$ cat src/inc/scd_defines.vh
`ifndef SCD_DEFINES_VH
`define SCD_DEFINES_VH
// Opcode bytes
`define SCD_OP_ESC 8'h0f
`define SCD_OP_SETDIR 8'hfd
`define SCD_OP_SH1 7'h68
`define SCD_OP_SHCL 7'h69
`define SCD_OP_SHIMM 7'h60
// Second bytes after the escape
`define SCD_OP2_SETCC_HI 4'h9
`define SCD_OP2_DESC1 8'h01
`define SCD_OP2_DESC0 8'h00
`define SCD_OP2_DLI 8'ha4
`define SCD_OP2_DLC 8'ha5
`define SCD_OP2_DRI 8'hac
`define SCD_OP2_DRC 8'had
`define SCD_OP2_SMENT 8'h38
// Condition codes (low nibble of second byte)
`define SCD_CC_O 4'h0
`define SCD_CC_NO 4'h1
`define SCD_CC_NB 4'h3
`define SCD_CC_NE 4'h5
`define SCD_CC_A 4'h7
`define SCD_CC_S 4'h8
`define SCD_CC_NS 4'h9
`define SCD_CC_PE 4'ha
`define SCD_CC_PO 4'hb
`define SCD_CC_GE 4'hd
`define SCD_CC_GT 4'hf
// ModRM reg field values
`define SCD_REG_0 3'h0
`define SCD_REG_1 3'h1
`define SCD_REG_SHL 3'h4
`define SCD_REG_SHR 3'h5
// Flag positions in the flag vector
`define SCD_F_CF 0
`define SCD_F_PF 2
`define SCD_F_AF 4
`define SCD_F_ZF 6
`define SCD_F_SF 7
`define SCD_F_DF 10
`define SCD_F_OF 11
// Clock counts
`define SCD_CYC_1 7'd1
`define SCD_CYC_2 7'd2
`define SCD_CYC_3 7'd3
`define SCD_CYC_4 7'd4
`define SCD_CYC_6 7'd6
`define SCD_CYC_84 7'd84
// Result classes
`define SCD_K_NONE 4'h0
`define SCD_K_SETCC 4'h1
`define SCD_K_STORE_GLOBAL_TABLE 4'h2
`define SCD_K_STORE_INTERRUPT_TABLE 4'h3
`define SCD_K_STORE_LOCAL_TABLE 4'h4
`define SCD_K_STSK 4'h5
`define SCD_K_STORE_MACHINE_WORD 4'h6
`define SCD_K_SHL 4'h7
`define SCD_K_SHR 4'h8
`define SCD_K_DSHL 4'h9
`define SCD_K_DSHR 4'ha
`define SCD_K_SMENT 4'hb
`define SCD_K_SETDIR 4'hc
`define SCD_K_ILL 4'hf
`endif

$ cat src/verilog/scd_decode.v
`include "scd_defines.vh"
// Function
// - set_if_carry_clear stores byte, one clock
// - set_if_unsigned_above stores byte, one clock
// - set_if_nonzero stores byte, one clock
// - set_if_signed_ge stores byte, one clock
// - set_if_signed_gt stores byte, one clock
// - set_if_no_ovf stores byte, one clock
// - set_if_parity_odd stores byte, one clock
// - set_if_positive stores byte, one clock
// - set_if_ovf stores byte, one clock
// - set_if_parity_even stores byte, one clock
// - set_if_negative stores byte, one clock
// - store_global_table takes six clocks, flags kept
// - store_interrupt_table takes six clocks, flags kept
// - store_local_table one clock, protected mode
// - store_task_selector three clocks, protected mode
// - store_machine_word four clocks, flags kept
// - Left shift 1/2/1 clocks, OF by-1 only
// - Right shift two clocks, OF by-1 only
// - double_left_shift three or six clocks
// - double_right_shift three or six clocks
// - software_sysmgmt_entry takes 84 clocks
// - set_direction set_if_negative DF, four clocks
module scd_decode (
   input wire clk,
   input wire arst_n,
   input wire op_valid,
   output wire op_ready,
   input wire [7:0] op_byte0,
   input wire [7:0] op_byte1,
   input wire [7:0] op_modrm,
   input wire prot_mode,
   input wire [11:0] flags_in,
   output reg done,
   output reg [3:0] kind,
   output reg [7:0] cond_byte,
   output reg [11:0] flags_out,
   output reg [11:0] flags_undef,
   output reg flags_we,
   output reg illegal,
   output reg busy
);

   reg [6:0] count; // Cycles left in current instruction
   reg [3:0] next_kind; // Decoded class
   reg [6:0] next_cycles; // Decoded clock count
   reg [7:0] next_cond; // Condition byte
   reg [11:0] next_flags; // Flag result
   reg [11:0] next_undef; // Undefined flag mask
   reg next_we; // Flag write
   reg cc_true; // Condition result
   wire [3:0] cc; // Condition nibble
   wire [2:0] reg_f; // ModRM reg field
   wire cf;
   wire pf;
   wire zf;
   wire sf;
   wire of;

   // Opcode group strobes
   reg cc_known; // Condition code is one of ours
   wire sh_by1; // Shift by one form
   wire sh_cl; // Shift by count register form
   wire sh_imm; // Shift by immediate form
   wire sh_any; // Any single shift form
   wire esc; // Two byte opcode
   wire dbl_shift; // Double shift second byte
   wire dbl_cl; // Double shift uses count register
   wire desc1; // Table store group, second byte 01
   wire desc0; // Selector store group, second byte 00
   wire sm_entry; // Software system management entry

   assign cc = op_byte1[3:0];
   assign reg_f = op_modrm[5:3];
   assign cf = flags_in[`SCD_F_CF];
   assign pf = flags_in[`SCD_F_PF];
   assign zf = flags_in[`SCD_F_ZF];
   assign sf = flags_in[`SCD_F_SF];
   assign of = flags_in[`SCD_F_OF];
   // Ready when idle
   assign op_ready = ~busy;

   // Timing model of this slice:
   // - an instruction of N clocks is taken on one rising edge
   // - done pulses for one cycle after the edge N-1 clocks later
   // - op_ready stays low in between, so the fetch side holds its
   //   next offer until the current instruction has finished
   // - single clock instructions may follow each other back to back
   // Flag handling:
   // - shifter flag values are not produced here
   // - flags_out carries the incoming flags, with DF forced for
   //   set_direction
   // - flags_we marks the instructions that write flags
   // - flags_undef names the bits those instructions leave undefined
   // Unknown encodings finish in one clock with illegal raised.

   // Single shift forms differ in opcode bits 7:1
   assign sh_by1 = (op_byte0[7:1] == `SCD_OP_SH1);
   assign sh_cl = (op_byte0[7:1] == `SCD_OP_SHCL);
   assign sh_imm = (op_byte0[7:1] == `SCD_OP_SHIMM);
   assign sh_any = sh_by1 | sh_cl | sh_imm;
   assign esc = (op_byte0 == `SCD_OP_ESC);
   // Both double shift pairs differ only in bits 3 and 0
   assign dbl_shift = (op_byte1 == `SCD_OP2_DLI) | (op_byte1 == `SCD_OP2_DLC) |
                      (op_byte1 == `SCD_OP2_DRI) | (op_byte1 == `SCD_OP2_DRC);
   assign dbl_cl = op_byte1[0];
   // Two byte group selects
   assign desc1 = (op_byte1 == `SCD_OP2_DESC1);
   assign desc0 = (op_byte1 == `SCD_OP2_DESC0);
   assign sm_entry = (op_byte1 == `SCD_OP2_SMENT);

   // Which condition nibbles this slice decodes; the rest stay illegal
   always @* begin
      case (cc)
         `SCD_CC_O: cc_known = 1'b1; // Overflow
         `SCD_CC_NO: cc_known = 1'b1; // No overflow
         `SCD_CC_NB: cc_known = 1'b1; // Carry clear
         `SCD_CC_NE: cc_known = 1'b1; // Not zero
         `SCD_CC_A: cc_known = 1'b1; // Unsigned above
         `SCD_CC_S: cc_known = 1'b1; // Negative
         `SCD_CC_NS: cc_known = 1'b1; // Positive
         `SCD_CC_PE: cc_known = 1'b1; // Parity even
         `SCD_CC_PO: cc_known = 1'b1; // Parity odd
         `SCD_CC_GE: cc_known = 1'b1; // Signed greater or equal
         `SCD_CC_GT: cc_known = 1'b1; // Signed greater
         default: cc_known = 1'b0; // Below, equal and the rest
      endcase
   end

   // Condition evaluation
   // Each nibble tests the flags presented with the opcode
   always @* begin
      case (cc)
         `SCD_CC_O: cc_true = of;
         `SCD_CC_NO: cc_true = ~of;
         `SCD_CC_NB: cc_true = ~cf;
         `SCD_CC_NE: cc_true = ~zf;
         `SCD_CC_A: cc_true = ~cf & ~zf;
         `SCD_CC_S: cc_true = sf;
         `SCD_CC_NS: cc_true = ~sf;
         `SCD_CC_PE: cc_true = pf;
         `SCD_CC_PO: cc_true = ~pf;
         `SCD_CC_GE: cc_true = (sf == of);
         `SCD_CC_GT: cc_true = ~zf & (sf == of);
         default: cc_true = 1'b0;
      endcase
   end

   // Decode class, clock count and flag effect
   always @* begin
      // Defaults: unknown encoding, one clock, flags passed through
      next_kind = `SCD_K_ILL;
      next_cycles = `SCD_CYC_1;
      next_cond = 8'h00;
      next_flags = flags_in;
      next_undef = 12'h000;
      next_we = 1'b0;
      if (op_byte0 == `SCD_OP_SETDIR) begin
         // Set direction, others kept
         next_kind = `SCD_K_SETDIR;
         next_cycles = `SCD_CYC_4;
         next_flags[`SCD_F_DF] = 1'b1;
         next_we = 1'b1;
      end else if (sh_any) begin
         // Single shifts: result flags come from the ALU, marked writable
         next_we = 1'b1;
         // Auxiliary carry is never defined by a shift
         next_undef[`SCD_F_AF] = 1'b1;
         // Overflow only defined for the by-one form
         if (!sh_by1) begin
            next_undef[`SCD_F_OF] = 1'b1;
         end
         if (reg_f == `SCD_REG_SHL) begin
            // Left: count register form is the slow one
            next_kind = `SCD_K_SHL;
            if (sh_cl) begin
               next_cycles = `SCD_CYC_2;
            end else begin
               next_cycles = `SCD_CYC_1;
            end
         end else if (reg_f == `SCD_REG_SHR) begin
            // Right: two clocks in every form
            next_kind = `SCD_K_SHR;
            next_cycles = `SCD_CYC_2;
         end else begin
            // Other shift groups are not handled here
            next_we = 1'b0;
            next_undef = 12'h000;
         end
      end else if (esc) begin
         // Two byte opcodes, selected by the second byte
         if (op_byte1[7:4] == `SCD_OP2_SETCC_HI && reg_f == `SCD_REG_0 && cc_known) begin
            // Set byte, flags untouched
            next_kind = `SCD_K_SETCC;
            next_cycles = `SCD_CYC_1;
            next_cond = cc_true ? 8'h01 : 8'h00;
         end else if (desc1) begin
            // Table stores and machine word, by reg field
            if (reg_f == `SCD_REG_0) begin
               next_kind = `SCD_K_STORE_GLOBAL_TABLE;
               next_cycles = `SCD_CYC_6;
            end else if (reg_f == `SCD_REG_1) begin
               next_kind = `SCD_K_STORE_INTERRUPT_TABLE;
               next_cycles = `SCD_CYC_6;
            end else if (reg_f == `SCD_REG_SHL) begin
               next_kind = `SCD_K_STORE_MACHINE_WORD;
               next_cycles = `SCD_CYC_4;
            end
         end else if (desc0 && prot_mode) begin
            // No real-mode form; real mode stays illegal
            if (reg_f == `SCD_REG_0) begin
               next_kind = `SCD_K_STORE_LOCAL_TABLE;
               next_cycles = `SCD_CYC_1;
            end else if (reg_f == `SCD_REG_1) begin
               next_kind = `SCD_K_STSK;
               next_cycles = `SCD_CYC_3;
            end
         end else if (dbl_shift) begin
            // Double shifts: OF and AF undefined
            if (op_byte1[3]) begin
               next_kind = `SCD_K_DSHR;
            end else begin
               next_kind = `SCD_K_DSHL;
            end
            if (dbl_cl) begin
               next_cycles = `SCD_CYC_6;
            end else begin
               next_cycles = `SCD_CYC_3;
            end
            next_we = 1'b1;
            next_undef[`SCD_F_AF] = 1'b1;
            next_undef[`SCD_F_OF] = 1'b1;
         end else if (sm_entry) begin
            // Long fixed entry sequence
            next_kind = `SCD_K_SMENT;
            next_cycles = `SCD_CYC_84;
         end
      end
      // Unknown encodings: one clock, no flag write
      if (next_kind == `SCD_K_ILL) begin
         next_cycles = `SCD_CYC_1;
         next_we = 1'b0;
         next_undef = 12'h000;
         next_flags = flags_in;
      end
   end

   // Latch decode, count clocks, pulse done on the last
   // The decode result is captured at the take edge and held until
   // the next take, so the execute side may read it at any point.
   always @(posedge clk or negedge arst_n) begin
      if (!arst_n) begin
         // Idle, nothing decoded, ready for the first offer
         count <= 7'd0;
         busy <= 1'b0;
         done <= 1'b0;
         kind <= `SCD_K_NONE;
         cond_byte <= 8'h00;
         flags_out <= 12'h000;
         flags_undef <= 12'h000;
         flags_we <= 1'b0;
         illegal <= 1'b0;
      end else begin
         // Completion is a single cycle pulse
         done <= 1'b0;
         if (!busy && op_valid) begin
            // Accept: finish after next_cycles clocks
            kind <= next_kind;
            cond_byte <= next_cond;
            flags_out <= next_flags;
            flags_undef <= next_undef;
            flags_we <= next_we;
            illegal <= (next_kind == `SCD_K_ILL);
            if (next_cycles == `SCD_CYC_1) begin
               // Single clock: done right after the take edge
               done <= 1'b1;
            end else begin
               // Longer: stall the fetch side for the remaining clocks
               busy <= 1'b1;
               count <= next_cycles - `SCD_CYC_1;
            end
         end else if (busy) begin
            // Counting down the remaining clocks
            count <= count - 7'd1;
            if (count == 7'd1) begin
               // Last clock: release the stall and report
               busy <= 1'b0;
               done <= 1'b1;
            end
         end
      end
   end

endmodule

$ cat config.mk
export PLATFORM = sky130hd
export DESIGN_NAME = scd_decode
export DESIGN_NICKNAME = d
export VERILOG_FILES = /design/src/verilog/scd_decode.v
export VERILOG_INCLUDE_DIRS = /design/src /design/src/inc
export SDC_FILE = /design/constraint.sdc
export NUM_CORES = 1
export LEC_CHECK = 0
export BUFFER_PORTS_ARGS = -buffer_cell sky130_fd_sc_hd__buf_2
export CAP_MARGIN = 20
export CELL_PAD_IN_SITES_DETAIL_PLACEMENT = 0
export CELL_PAD_IN_SITES_GLOBAL_PLACEMENT = 1
export CORE_MARGIN = 2
export CORE_UTILIZATION = 38
export DETAILED_ROUTE_END_ITERATION = 6
export PLACE_DENSITY_LB_ADDON = 0.1
export SYNTH_ARGS = -nofsm -noshare
export SYNTH_HDL_FRONTEND = slang
export SYNTH_SLANG_ARGS = --single-unit
export TNS_END_PERCENT = 100
$ cat constraint.sdc
create_clock -name clk -period 3.9 [get_ports clk]
set_clock_uncertainty 0.05 [all_clocks]
set_input_delay 0 -clock clk [delete_from_list [all_inputs] [get_ports clk]]
set_output_delay 0 -clock clk [all_outputs]
set_load 0.02 [all_outputs]
---- Yosys cells after proc, flatten, opt, wreduce, memory -nomap -nowiden ----
Memories as Yosys holds them, arrays and structs flattened.
Index checks and enable logic that the tools add are counted.
storage, ports and cells
  output and inout bits ................... 41
  bits of input ports ..................... 40
  bits in read-only memories .............. 16
  word-level logic and storage cells ...... 137
  memories ................................ 1
  register bits ........................... 47
cells by class
  multiplexer cells ....................... 72
  bitwise logic cells ..................... 13
  eq/ne operators ......................... 30
  add/subtract/negate cells ............... 2
  reductions and logical operators ........ 10
memory list
  name              words  width  read ports  clocked after memory_dff  wr ports  RTL line          text
  (name not given)  16     1      1           0                         0         scd_decode.v:115  case (cc)
operators with widths
  operator               count
  $mux W7                13
  $mux W4                14
  $mux W12               4
  $eq A8 B8 Y1 const B   5
  $eq A4 B4 Y1 const B   8
  $mux W1                27
  $eq A7 B7 Y1 const B   3
  $mux W3                6
  $eq A7 B1 Y1 const B   2
  $sub A7 B1 Y7 const B  2
  $mux W11               1
  $pmux W1 S11           1
  $mux W2                5
  $eq A4 B3 Y1 const B   2
  $eq A8 B1 Y1 const B   1
  $eq A8 B4 Y1 const B   1
  $eq A8 B6 Y1 const B   1
  $logic_not A8 Y1       1
  $eq A3 B3 Y1 const B   2
  $mux W6                1
  $not A1 Y1             6
  $or A1 B1 Y1           5
  $eq A4 B1 Y1 const B   1
  $eq A4 B2 Y1 const B   1
  other kinds (10)       14

---- Depth between registers and ports, before layout ----
  word-level depth ........................ 16
  depth in mapped cells ................... 10
  mapped depth without buffers ............ 9

---- Least setup slack after synthesis ----
OpenSTA, ideal clock, no wires.
  path type ............................... input to register
  from .................................... input op_byte1[2]
  to ...................................... register count[2]
  required time ........................... 3.724 ns
  setup time .............................. 0.126 ns
  stages on the path ...................... 10
  arrival time ............................ 2.316 ns
  setup slack ............................. 1.408 ns
  path buffers ............................ 1
  cell sequence ........................... buf_2 -> or4_4 -> nor4_4 -> a221oi_2 -> o311ai_2 -> inv_1 -> ha_1 -> o311ai_4 -> a21oi_2 -> a221o_1
on the way
  longest elaborated chain between the ends .. 16
  elaborated cells between the ends (all ways) .. 37
  classes of those cells .................. add/sub (1); eq/ne (9); mux (19); bitwise (3); reduce/logical (4); memory (1)
RTL lines
  item                                                            RTL line          text
  start: declaration                                              scd_decode.v:31   input wire [7:0] op_byte1,
  $eq A8 B8 Y1 (no line)                                          --
  $or A1 B1 Y1 (3 in series)                                      scd_decode.v:105  assign dbl_shift = (op_byte1 == `SCD_OP2_DLI) | (op_byte1 == `SCD_OP2_DLC) |
  $mux W4                                                         scd_decode.v:219  end else if (dbl_shift) begin
  $mux W4                                                         scd_decode.v:210  end else if (desc0 && prot_mode) begin
  $mux W4                                                         scd_decode.v:198  end else if (desc1) begin
  $mux W4                                                         scd_decode.v:193  if (op_byte1[7:4] == `SCD_OP2_SETCC_HI && reg_f == `SCD_REG_0 && cc_known) begin
  $mux W4                                                         scd_decode.v:191  end else if (esc) begin
  $mux W4                                                         scd_decode.v:165  end else if (sh_any) begin
  $mux W4                                                         scd_decode.v:159  if (op_byte0 == `SCD_OP_SETDIR) begin
  $eq A4 B4 Y1 (no line)                                          --
  $mux W7 (*)                                                     scd_decode.v:241  if (next_kind == `SCD_K_ILL) begin
  $sub A7 B1 Y7 (no line) / $eq A7 B1 Y1 (equally long branches)  --
  $mux W7 / $ne A2 B2 Y1 (equally long branches)                  --
  $mux W7 / $reduce_and A2 Y1 (equally long branches)             --
  end signal: assignment                                          scd_decode.v:281  count <= next_cycles - `SCD_CYC_1;
  end signal: assignment                                          scd_decode.v:285  count <= count - 7'd1;
  end: declaration                                                scd_decode.v:45   reg [6:0] count;
Every way passes the cells marked *; elsewhere a longest branch is shown, timed or not. The select of a mux whose other input is x is not followed.
A chain may end at the register's enable or synchronous reset.

---- Final worst setup path ----
  from .................................... input op_byte1[7]
  to ...................................... register count[2]
Same word-level chain as after synthesis.

==> key figures <==
Timing
  – RSZ-0062 raised after global routing: no
  – Slew Limit Fails: 0
  – Final worst path period share: 65.21%
  – Hold WS: 0.08967 ns
  – Slew @ Worst Pin: 0.9064 ns
  – PnR worst setup slack: 1.357 ns
  – Fmax: 393.2 MHz
  – Setup TNS Final: 0 ns
  – Final setup fails: 0
  – Rel. slew slack: 39.43%
  – Fin. Hold Viols: 0
  – Minimum clock period: 2.543 ns

Detailed routing
  – Vias per cell: 4.981
  – DRC: 0
  – 1st-iter DRT viols: 66
  – TritonRoute pass-1 iters: 4
  – Final ANT Viol Nets: 0
  – Final WL: 4882 um
  – WL per Instance: 12.98 um
  – DR vias: 1873

Yosys
  – Seq/Total Area, Yosys: 36.59%
  – Cell area after synthesis: 0.002052 mm2
  – Synth cell count leaders: 54 x nand2_1, 30 x dfrtp_1, 17 x buf_4
  – Count leader, synth: nand2_1
  – Synth Instances: 240
  – Synth Area in Adders: 3.049%
  – Simple-gate portion of the synthesized area: 25.85%
  – Syn Area/Cell: 8.550 um2
  – Biggest area consumer among synthesized cells: dfrtp_1
  – Synth Warn #: 0
  – Largest family of logic cells by synthesized area: simple AND/OR/NAND/NOR gates
  – Number of flops mapped to enable cells by yosys: 0
  – Post-synthesis mux area share: 0.9756%
  – Cell variety after synth: 56
  – Synth area leaders: dfrtp_1 37%, nand2_1 9.9%, buf_4 6.2%
  – Most used DFF post-synth: dfrtp_1
  – Asr flop ratio synth: 100.0%
  – Area share of xor/xnor cells in the synthesized design: 2.988%
  – Synth top area share: 36.59%
  – Yosys reg bits: 30
  – Compound-Gate Fraction of Synth Area: 20.61%

Worst setup path
  – CP max FO: 8
  – Critical path launch point type: primary input
  – Reg-to-reg endpoint: count[2]
  – Worst EP required: 4.01 ns
  – Reg2reg setup slack: 1.93 ns
  – Worst r2r path cells: 4
  – Worst setup EP type: flip-flop
  – CP startpoint: op_byte1[7]
  – Critical Path AT: 2.65 ns
  – R2r startpoint: busy
  – CP Class: in2reg

Clock network
  – CTS Sinks: 30
  – CTS tree: yes
  – Postcts setup bufs: 0
  – Clock Path Buffers: 2
  – Clk_lat worst skew: 0.27 ns
  – # resized after CTS: 0
  – TritonCTS buffer count: 5
  – H-tree levels: 2
  – Clock Root Buffer: clkbuf_8
  – Clock transition at path regs: 0.06 ns

Layout
  – Area grow syn2layout: 23.78%
  – Area of the multi-input gates: 0.001161 mm2
  – Final Util: 49.11%
  – Final instance area: 0.002540 mm2
  – FF+latch area: 750.7 um2
  – Diodes inserted: 0
  – Nets: 352
  – Fillers: 511
  – Layout cells sized above 1: 25.16%

Pwr
  – Pwr Density: 545.4 mW/mm2
  – Net Sw Power: 573.2 uW
  – Pint: 812.0 uW
  – Peak supply drop: 0.2022 mV
  – Reg power frac: 37.9%
  – Static Leak: 1.208 nW
  – Logic pwr share: 45.2%
  – Clock network fraction of design power: 17.0%
  – Net Sw Frac: 41.38%

Run status
  – Status: completed

Floorplan
  – Ports: 81
  – Die area: 0.006004 mm2
  – Die Height: 77.49 um
  – Core area: 0.005172 mm2
  – Starting density of the core: 39.67%
  – Die width: 77.49 um
  – FP Rows: 26

Global route
  – First-pass GRT wire length: 8314 um
  – Largest net degree at the start of global routing: 31
  – All-Layer GR Usage: 17.03%
  – Vias in the first global route: 1703
  – Global route overflow: 0
  – Initial antenna violation count: 0

Hold path
  – Hold Crit Class: in2reg
  – Cells on Worst Hold Path: 3
  – Hold Crit Start: op_valid
  – Worst Hold End: count[4]

Run
  – Max Cap Viol: 0

Placed design
  – Half-perimeter wire length after placement: 3673 um
  – # port buffers: 58
  – Placed Area: 0.002327 mm2
  – Dpl ws: 1.050 ns
  – Gpl congestion: 0.8036
[timing repair]
item,in CTS,in global routing
hold endpoints to repair,42,0
endpoints found under the setup margin,0,0
hold buffers,13,0
[logic make-up (layout without fill, tap and decap cells)]
group                      after synthesis  after routing
AOI/OAI and AO/OA                       54             54
xor gates and xnor gates                 7              7
buffers and inverters                   36             86
other                                    1             17
muxes                                    2              2
DFF                                     30             30
adders and majority gates                5              5
and+or+nand+nor                        105            105
[stage by stage]
stage          cells  power, mW
2_1_floorplan    256     0.9678
3_5_place_dp     357      1.151
6_report         376      1.385
3_3_place_gp     357      1.147
5_1_grt          376      1.508
4_1_cts          376      1.402
[power groups by stage]
stage          Sequential (mW)  Combinational, mW  Clock (mW)
2_1_floorplan            0.626              0.341           0
5_1_grt                  0.546              0.699       0.263
4_1_cts                  0.526              0.632       0.244
6_report                 0.525              0.625       0.235
3_5_place_dp             0.532              0.620           0
3_3_place_gp             0.530              0.617           0
[worst max-delay path by stage]
| stage | end | slack (ns) |
|---|---|---|
| finish | count[2] | 1.36 |
| global route | count[2] | 1.14 |
| CTS | count[2] | 1.34 |
| detailed placement | count[2] | 1.05 |
| global placement | count[2] | 1.09 |
| floorplan | count[2] | 1.41 |
[area by class of cell]
class                           count  share of cell area [%]
Multi-Input combinational cell    190                   45.71
Clock buffer                        6                   3.251
Timing Repair Buffer               72                   16.85
Inverter                            8                   1.182
Tap cell                           70                   3.448
Sequential cell                    30                   29.56
[critical path: stages]
cell      delay [ns]
buf_2           0.12
or4_4           0.56
nor4_4          0.36
a221oi_2        0.18
o311ai_2        0.43
inv_1           0.08
ha_1            0.26
o311ai_4        0.11
a21oi_2         0.18
a221o_1         0.37
[flip-flops by register name, summed over array words and instances, names as in the netlist]
name,cells
busy,1
cond_byte,1
count,7
done,1
flags_out,12
flags_undef,2
flags_we,1
illegal,1
kind,4
[layout by cell type, fill, tap and decap left out, drive strengths merged, types with 3 or more instances in the layout]
cell,netlist,layout
a211oi,4,4
a21oi,8,8
a22o,3,3
buf,18,59
clkbuf,10,6
conb,1,17
dfrtp,30,30
dlygate4sd3,0,13
ha,5,5
inv,8,8
nand2,54,54
nand4,4,4
nor2,14,14
nor2b,5,5
nor3,4,4
nor4,3,3
nor4b,4,4
o21ai,9,9
o22ai,3,3
o31ai,3,3
xor2,6,6
[per-layer routing]
metal	vias up	part of all wire [%]	GRT usage, %	routed length (um)
met3	5	3.8	2.558	184
li1	962	-	-	-
met1	858	50	23.74	2437
met2	48	45	27.22	2196
met5	-	0	0	0
met4	0	1.3	5.357	63
(Power assumes the default switching activity.)
